**src/hdl/sicc_consts.svh**
```systemverilog
// Register offsets, field positions and reset values of the status and startup block.
`ifndef SICC_CONSTS_SVH
`define SICC_CONSTS_SVH
`define SICC_ADDR_NOW      8'h00
`define SICC_ADDR_STICKY   8'h04
`define SICC_ADDR_IRQ_EN   8'h08
`define SICC_ADDR_CTRL     8'h0c
`define SICC_NOW_W         8
`define SICC_STICKY_W      6
`define SICC_NOW_REF       7
`define SICC_NOW_SEL       6
`define SICC_NOW_CAL       5
`define SICC_STK_IN0       0
`define SICC_STK_IN1       1
`define SICC_STK_VCXO      2
`define SICC_STK_SYNTH     3
`define SICC_STK_HOLD      4
`define SICC_STK_REF       5
`define SICC_CTRL_INIT     0
`define SICC_CTRL_PLL_TRIGGER_A   1
`define SICC_CTRL_CAL      2
`define SICC_CTRL_FORCE    3
`define SICC_CTRL_BANK     4
`define SICC_CTRL_RST      5'h08
`define SICC_IRQ_EN_RST    6'h00
`define SICC_FAULT_RST     6'h00
`endif

```
**src/hdl/sicc_pkg.sv**
```systemverilog
// Types shared by the status and startup block.
package sicc_pkg;
    typedef enum logic [1:0] {
        SICC_MODE_MANUAL,
        SICC_MODE_AUTO,
        SICC_MODE_MAN_HOLD,
        SICC_MODE_AUTO_HOLD
    } sicc_mode_t;

    typedef struct packed {
        logic       in0_act;
        logic       in1_act;
        logic       vcxo_lock;
        logic       synth_lock;
        logic       holdover;
        logic       cal_done;
        logic       sel;
        logic       selecting;
        sicc_mode_t mode;
    } sicc_pins_t;

    typedef struct packed {
        logic bank_en;
        logic force_center;
        logic cal;
        logic pll_trigger_a;
        logic init;
    } sicc_ctrl_t;
endpackage

```
**src/hdl/sicc_top.sv**
```systemverilog
// Status latching, interrupt, lock output and startup control bits behind a Wishbone slave.
//
// Our own choices: the Wishbone register port and the register offsets.
`timescale 1ns/1ps
`include "sicc_consts.svh"

// Behaviour
// - momentary status reads live, read-only
// - six sticky bits; calibration and selection none
// - sticky sets on condition, stays until write-1
// - clear fails while condition still present
// - per-bit enable masks sticky from interrupt
// - interrupt held until all enabled sources cleared
// - lock and clock bits read 1 good
// - calibration done bit; holdover bits 0 inside
// - manual mode: reference valid follows selected input
// - automatic mode: invalid while lost or selecting
// - manual holdover: invalid after change during holdover
// - auto holdover: invalid while lost or in holdover
// - lock output high only both PLLs locked
// - reset returns every register to default
// - VCXO control centred until force bit cleared
// - bank outputs disabled until software enables
// - init bit starts sync then self-clears
// - pll_trigger_a and calibration bits self-clear
module sicc_top (
    input  wire logic              clk_i,
    input  wire logic              rst_i,
    input  wire logic              wb_cyc_i,
    input  wire logic              wb_stb_i,
    input  wire logic              wb_we_i,
    input  wire logic [7:0]        wb_adr_i,
    input  wire logic [3:0]        wb_sel_i,
    input  wire logic [31:0]       wb_dat_i,
    output logic      [31:0]       wb_dat_o,
    output logic                   wb_ack_o,
    input  wire sicc_pkg::sicc_pins_t pins_i,
    output sicc_pkg::sicc_ctrl_t   ctrl_o,
    output logic                   irq_out_n_o,
    output logic                   lock_o
);
    import sicc_pkg::*;

    // Analogue monitors live outside this clock; two stages before any use.
    sicc_pins_t pins_meta;
    sicc_pins_t pins_s;

    always_ff @(posedge clk_i) begin
        if (rst_i) begin
            pins_meta <= '0;
            pins_s    <= '0;
        end else begin
            pins_meta <= pins_i;
            pins_s    <= pins_meta;
        end
    end

    // Bus access decode.
    logic req;
    logic wr_now;
    logic wr_byte;

    assign req     = wb_cyc_i & wb_stb_i;
    assign wr_now  = req & wb_ack_o & wb_we_i;
    assign wr_byte = wr_now & wb_sel_i[0];

    // Manual change tracking for the manual holdover mode.
    logic sel_prev;
    logic man_chg;
    logic next_sel_prev;
    logic next_man_chg;

    always_comb begin
        next_sel_prev = pins_s.sel;
        next_man_chg  = 1'b0;
        if (pins_s.holdover) begin
            next_man_chg = man_chg | (pins_s.sel != sel_prev);
        end
    end

    always_ff @(posedge clk_i) begin
        if (rst_i) begin
            sel_prev <= 1'b0;
            man_chg  <= 1'b0;
        end else begin
            sel_prev <= next_sel_prev;
            man_chg  <= next_man_chg;
        end
    end

    // Reference validity depends on the selection mode.
    logic sel_act;
    logic ref_valid;

    assign sel_act = pins_s.sel ? pins_s.in1_act : pins_s.in0_act;

    always_comb begin
        case (pins_s.mode)
            SICC_MODE_MANUAL: begin
                ref_valid = sel_act;
            end
            SICC_MODE_AUTO: begin
                ref_valid = sel_act & ~pins_s.selecting;
            end
            SICC_MODE_MAN_HOLD: begin
                ref_valid = sel_act & ~(man_chg & pins_s.holdover);
            end
            SICC_MODE_AUTO_HOLD: begin
                ref_valid = sel_act & ~pins_s.holdover;
            end
            default: begin
                ref_valid = sel_act;
            end
        endcase
    end

    // Momentary view; every good state reads as 1.
    logic [`SICC_NOW_W-1:0] now_vec;

    assign now_vec = {ref_valid, pins_s.sel, pins_s.cal_done, ~pins_s.holdover,
                      pins_s.synth_lock, pins_s.vcxo_lock, pins_s.in1_act, pins_s.in0_act};

    // Fault conditions feeding the sticky bits; the flag holds the fault.
    logic [`SICC_STICKY_W-1:0] cond;
    logic [`SICC_STICKY_W-1:0] clr;
    logic [`SICC_STICKY_W-1:0] fault;

    assign cond = {~ref_valid, pins_s.holdover, ~pins_s.synth_lock, ~pins_s.vcxo_lock,
                   ~pins_s.in1_act, ~pins_s.in0_act};
    assign clr  = (wr_byte && wb_adr_i == `SICC_ADDR_STICKY)
                ? wb_dat_i[`SICC_STICKY_W-1:0] : '0;

    genvar gi;
    generate
        for (gi = 0; gi < `SICC_STICKY_W; gi = gi + 1) begin : g_sticky
            logic next_fault;
            always_comb begin
                next_fault = cond[gi] | (fault[gi] & ~clr[gi]);
            end
            always_ff @(posedge clk_i) begin
                if (rst_i) begin
                    fault[gi] <= 1'b0;
                end else begin
                    fault[gi] <= next_fault;
                end
            end
        end
    endgenerate

    // Software registers.
    logic [`SICC_STICKY_W-1:0] irq_en;
    logic [`SICC_STICKY_W-1:0] next_irq_en;
    sicc_ctrl_t                ctrl;
    sicc_ctrl_t                next_ctrl;

    always_comb begin
        next_irq_en = irq_en;
        next_ctrl   = ctrl;
        next_ctrl.init   = 1'b0;
        next_ctrl.pll_trigger_a = 1'b0;
        next_ctrl.cal    = 1'b0;
        if (wr_byte && wb_adr_i == `SICC_ADDR_IRQ_EN) begin
            next_irq_en = wb_dat_i[`SICC_STICKY_W-1:0];
        end
        if (wr_byte && wb_adr_i == `SICC_ADDR_CTRL) begin
            next_ctrl.init         = wb_dat_i[`SICC_CTRL_INIT];
            next_ctrl.pll_trigger_a       = wb_dat_i[`SICC_CTRL_PLL_TRIGGER_A];
            next_ctrl.cal          = wb_dat_i[`SICC_CTRL_CAL];
            next_ctrl.force_center = wb_dat_i[`SICC_CTRL_FORCE];
            next_ctrl.bank_en      = wb_dat_i[`SICC_CTRL_BANK];
        end
    end

    always_ff @(posedge clk_i) begin
        if (rst_i) begin
            irq_en <= `SICC_IRQ_EN_RST;
            ctrl   <= `SICC_CTRL_RST;
        end else begin
            irq_en <= next_irq_en;
            ctrl   <= next_ctrl;
        end
    end

    assign ctrl_o = ctrl;

    // Wishbone answer: ack one cycle after the request, read data taken at that edge.
    logic        next_ack;
    logic [31:0] next_dat;

    always_comb begin
        next_ack = req & ~wb_ack_o;
        next_dat = '0;
        if (req && !wb_ack_o && !wb_we_i) begin
            case (wb_adr_i)
                `SICC_ADDR_NOW: begin
                    next_dat[`SICC_NOW_W-1:0] = now_vec;
                end
                `SICC_ADDR_STICKY: begin
                    next_dat[`SICC_STICKY_W-1:0] = ~fault;
                end
                `SICC_ADDR_IRQ_EN: begin
                    next_dat[`SICC_STICKY_W-1:0] = irq_en;
                end
                `SICC_ADDR_CTRL: begin
                    next_dat[$bits(sicc_ctrl_t)-1:0] = ctrl;
                end
                default: begin
                    next_dat = '0;
                end
            endcase
        end
    end

    // Interrupt and lock outputs.
    logic next_irq_n;
    logic next_lock;

    always_comb begin
        next_irq_n = ~|(fault & irq_en);
        next_lock  = ~fault[`SICC_STK_VCXO] & ~fault[`SICC_STK_SYNTH];
    end

    always_ff @(posedge clk_i) begin
        if (rst_i) begin
            wb_ack_o    <= 1'b0;
            wb_dat_o    <= '0;
            irq_out_n_o <= 1'b1;
            lock_o      <= 1'b0;
        end else begin
            wb_ack_o    <= next_ack;
            wb_dat_o    <= next_dat;
            irq_out_n_o <= next_irq_n;
            lock_o      <= next_lock;
        end
    end
endmodule

```
**config.mk**
```make
export PLATFORM = sky130hd
export DESIGN_NAME = sicc_top
export DESIGN_NICKNAME = d
export VERILOG_FILES = /design/src/hdl/sicc_pkg.sv /design/src/hdl/sicc_top.sv
export VERILOG_INCLUDE_DIRS = /design/src /design/src/hdl
export SDC_FILE = /design/constraint.sdc
export NUM_CORES = 1
export LEC_CHECK = 0
export ABC_AREA = 1
export ABC_CLOCK_PERIOD_IN_PS = 1300
export BUFFER_PORTS_ARGS = -buffer_cell sky130_fd_sc_hd__buf_2
export CAP_MARGIN = 30
export CORE_AREA = 2 2 85 71
export CTS_BUF_LIST = sky130_fd_sc_hd__clkbuf_16
export CTS_CLUSTER_DIAMETER = 80
export CTS_CLUSTER_SIZE = 28
export DETAILED_ROUTE_END_ITERATION = 8
export DIE_AREA = 0 0 87 73
export GPL_TIMING_DRIVEN = 0
export PLACE_DENSITY = 0.73
export SLEW_MARGIN = 30
export SYNTH_ARGS = -nofsm -noshare
export SYNTH_HDL_FRONTEND = slang
export SYNTH_SLANG_ARGS = --single-unit
```
**constraint.sdc**
```tcl
create_clock -name clk_i -period 1.3 [get_ports clk_i]
set_clock_uncertainty 0.1 [all_clocks]
set_input_delay 0.13 -clock clk_i [delete_from_list [all_inputs] [get_ports clk_i]]
set_output_delay 0.13 -clock clk_i [all_outputs]
set_load 0.02 [all_outputs]
```
After elaboration in Yosys (flattened, before gate mapping) --
Cells that the tools add are included.
Cells by class: equal/unequal tests 7, bitwise logic cells 45, muxes and demuxes 5, reductions and logical operators 15
Operator list (count):
- NOT 1 bit | 20
- one-hot mux 5 bit (4 select lines) | 1
- bitwise AND 1 bit | 16
- == test 8 x 4 -> 1 bit (second input constant) | 2
- == test 8 x 3 -> 1 bit (second input constant) | 1
- zero test 8 bit | 1
- OR 1 bit | 7
- bitwise AND 6 bit | 1
- 2-to-1 mux 6 bit | 1
- NOT 6 bit | 1
- OR reduction 2 bit | 3
- OR reduction 6 bit | 1
- logical AND 1 bit | 5
- == test 2 bit (second input constant) | 2
- one-hot mux 1 bit (4 select lines) | 1
- zero test 1 bit | 3
- one-hot mux 1 bit (3 select lines) | 1
- OR reduction 3 bit | 1
- == test 2 x 1 -> 1 bit (second input constant) | 1
- zero test 2 bit | 1
- 2-to-1 mux 1 bit | 1
- != test 1 bit | 1
Storage, ports and cells: register bits after elaboration 74, logic and storage cells 110, input bits 59

Logic depth before layout (Yosys ltp) --
depth in word-level cells 9, mapped depth 9

Worst setup path before layout --
OpenSTA, ideal clock, no wires.
kind flip-flop to flip-flop, from register wb_ack_o, to register ctrl, in the netlist ctrl_o[3], setup slack 63 ps, required time 1071 ps, buffers on the path 1, period minus slack after synthesis 1237 ps, setup time 129 ps, cell stages (with the launch flop) 7, arrival 1007 ps, cell sequence dfxtp_1 > nand3_1 > nor2_1 > buf_2 > nand2_1 > nand2_1 > nand3_1
Between the ends: word-level cells in the longest chain between the ends 4
Ends and longest elaborated chain:
- start, declared | line sicc_top.sv:36 | output logic wb_ack_o,
- start signal, assigned | line sicc_top.sv:230 | wb_ack_o <= next_ack;
- bitwise AND 1 bit (2 in series) | line sicc_top.sv:64 | assign wr_now = req & wb_ack_o & wb_we_i;
- bitwise AND 1 bit | line sicc_top.sv:65 | assign wr_byte = wr_now & wb_sel_i[0];
- logical AND 1 bit (no line)
- end signal, assigned | line sicc_top.sv:177 | ctrl <= `SICC_CTRL_RST;
- end signal, assigned | line sicc_top.sv:180 | ctrl <= next_ctrl;
- end, declared | line sicc_top.sv:153 | sicc_ctrl_t ctrl;
No other way between the ends. A chain may end at the register's enable or synchronous reset.

Final worst setup path --
from register wb_ack_o, to register fault[0]
Between the ends: word-level cells in the longest chain between the ends 8
Ends and longest elaborated chain:
- bitwise AND 1 bit (2 in series) | line sicc_top.sv:64
- bitwise AND 1 bit | line sicc_top.sv:65
- logical AND 1 bit (no line)
- 2-to-1 mux 6 bit | line sicc_top.sv:130 | assign clr = (wr_byte && wb_adr_i == `SICC_ADDR_STICKY)
- NOT 1 bit | line sicc_top.sv:138 | next_fault = cond[gi] | (fault[gi] & ~clr[gi]);
- bitwise AND 1 bit | line sicc_top.sv:138
- OR 1 bit | line sicc_top.sv:138
- end signal, assigned by index | line sicc_top.sv:144 | fault[gi] <= next_fault;
- end, declared | line sicc_top.sv:126 | logic [`SICC_STICKY_W-1:0] fault;
No other way between the ends.

==> run metrics <==
status=completed; dominant cell by count in the synthesized netlist=nand2_1; final wirelength=4555 um; IO buf count=45; Max-Cap Viols=0; Die Footprint=0.006351 sq mm; # clock sinks=50; number of global-route vias before repair=1614; Pwr Total=3433 uW; Setup Buffers After CTS=0; Switch Pwr=787.1 uW; CP startpoint kind=flip-flop; Sw Share=22.93%; CTS clk-pin slew, worst paths=70 ps; Synth area leader=dfxtp_1; Final Instance Area=0.002875 sq mm; WL per Instance=10.06 um; final non-filler cell total=453; total negative slack=0 ps; Internal=2645 uW; Clk network pwr share=43.9%; share of the synthesized area in the top cell type=46.65%; Reg2Reg Launch Point=wb_ack_o$_SDFF_PP0_; Seq/Total Area, Yosys=46.65%; reg2reg path depth=6; # rows=25; CTS tree=done; First DRT Iteration DRCs=88; Die Y=73 um; WHS Path Cells=4; hold path endpoint=wb_dat_o[7]$_SDFF_PP0_; GRT Resource Usage Total=14.78%; Yosys reg bits=50; Worst setup EP type=flip-flop; final period utilization=95.91%; largest net degree at the start of global routing=18; PwrDens=1194 mW/mm^2; synthesis-to-finish area growth=33.99%; RSZ-0062 raised after global routing=true; Final Hold Vio Count=0; area post-placement=0.002541 sq mm; Tmin final=1247 ps; top_reg_cell synth=dfxtp_1; initial antenna violation count=0; # diodes=0; Die X=87 um; fmax=0.8021 GHz; kind of critical path=flip-flop to flip-flop; Antenna Nets Post-Route=0; Synth Instances=296; clock root cell=clkbuf_16; drt via density=4.212; first-pass GRT wire length=7169 um; Synth area leaders=dfxtp_1, nand2_1, nor2_1; combinational share of power=9.5%; # placed instances=431; GPL Wtd Cong=0.8502; Syn Area/Cell=7.249 sq um; Warnings, synthesis=0; Lkg Pwr=0.001511 uW; clock buffer depth=2; core area=0.005599 sq mm; placed wire-length estimate=3393 um; post-synthesis cell area=0.002146 sq mm; top cells by instance count after synthesis=nand2_1, nor2_1, dfxtp_1; hold path start=wb_we_i; share of cells above drive strength 1=24.61%; GRT overflow=0; CP Data Arrival Time=1330 ps; fin nets=444; CTS buffer count=5; EDFF count, synth=0; hold slack=46.03 ps; H-tree levels=2; Initial Util=38.32%; FF-to-FF setup slack=50 ps; FF-to-FF End=fault[0]$_SDFF_PP0_; async set-reset flop share out of synthesis=0%; residual DRC count=0; Top Ports=99; Final Slew Violations=0; VDD IR max=0.8406 mV; TritonRoute pass-1 iters=4; routed vias=1908; Clock Latency Late Sink=290 ps; CP Max Fanout=10; final setup fails=0; synth unique cells=22; Hold Crit Class=input pin to flip-flop; sequential group share of total power=46.6%; Critical Path RT=1380 ps
==> cell type report <==
type                    instances  area (sq um)
fillers                       538          2724
flip-flops and latches         50          1001
multi-input cells             194         850.8
repair buffers                 59         365.4
plain buffers                  33         242.7
inverters                      42         157.7
clock buffers                   5         125.1
well taps                      67         83.83
clock inverters                 3         48.80
==> worst max-delay path: stages, from the launching register on <==
cell	delay, ps
dfxtp_1	350
nand3_1	120
nor2_4	140
buf_4	190
nand3_1	110
nand2_1	80
a21oi_1	50
==> cells by family after synthesis <==
| family | synth area share (%) |
|---|---|
| XOR/XNOR | 0.4082 |
| other | 0.1748 |
| AO/OA/AOI/OAI | 3.731 |
| buffers and inverters | 18.43 |
| flip-flops | 46.65 |
| AND/OR/NAND/NOR | 30.61 |
==> cell usage in the layout (no fill, tap or decap), types with 3 or more instances in the layout <==
| cell | synthesis | final |
|---|---|---|
| a21oi_1 | 12 | 12 |
| nor2_1 | 53 | 52 |
| clkbuf_16 | 0 | 5 |
| dlygate4sd3_1 | 0 | 14 |
| buf_4 | 25 | 27 |
| inv_1 | 42 | 42 |
| nand3b_1 | 3 | 3 |
| nand2_2 | 2 | 3 |
| nor2_2 | 3 | 3 |
| conb_1 | 1 | 24 |
| nand3_1 | 25 | 25 |
| buf_2 | 4 | 47 |
| nand2_1 | 61 | 60 |
| dfxtp_1 | 50 | 50 |
==> worst max path at each step <==
stage | start | cells past startpoint | end
floorplan | wb_ack_o$_SDFF_PP0_ | 6 | ctrl_o[3]$_SDFFE_PP1P_
global placement | wb_ack_o$_SDFF_PP0_ | 6 | wb_dat_o[5]$_SDFF_PP0_
CTS | wb_ack_o$_SDFF_PP0_ | 6 | wb_dat_o[5]$_SDFF_PP0_
detailed placement | wb_ack_o$_SDFF_PP0_ | 6 | wb_dat_o[5]$_SDFF_PP0_
finish | wb_ack_o$_SDFF_PP0_ | 6 | fault[0]$_SDFF_PP0_
global route | wb_ack_o$_SDFF_PP0_ | 6 | fault[0]$_SDFF_PP0_
==> power by group through the flow <==
stage	Clock [uW]	Sequential [uW]	Combinational (uW)
finish	1510	1600	326
global route	1600	1600	364
CTS	1540	1600	324
detailed placement	0	1630	290
global placement	0	1630	285
floorplan	0	1630	213
==> per-layer routing <==
layer | vias up | routed length (um) | track usage (%)
met5 | - | 0 | 0
met1 | 830 | 2086 | 18.54
met3 | 6 | 286 | 3.620
li1 | 1021 | - | -
met2 | 51 | 2094 | 23.49
met4 | 0 | 88 | 7.813
==> stage by stage <==
stage | util (%) | worst slack, ps
3_3_place_gp | 45.39 | -15.93
5_1_grt | 51.35 | -14.81
2_1_floorplan | - | 63.41
4_1_cts | 51.22 | 49.06
6_report | 51.35 | 53.22
3_5_place_dp | 45.39 | -50.00
==> what timing repair did <==
| item | CTS | global route |
|---|---|---|
| cloned | 0 | 0 |
| hold endpoints to repair | 14 | 0 |
| hold buffers | 14 | 0 |
| setup endpoints to repair | 8 | 12 |
| resized for setup | 4 | 2 |
==> flip-flops by register name, summed over array words and instances (netlist names) <==
register and cells:
pins_meta 10, wb_dat_o 8, fault 6, irq_en 6
ctrl_o 5, now_vec 5, pins_s 3, cond 1
irq_out_n_o 1, lock_o 1, man_chg 1, next_sel_prev 1
sel_prev 1, wb_ack_o 1
Note: power is estimated with default switching activity, not from simulation.
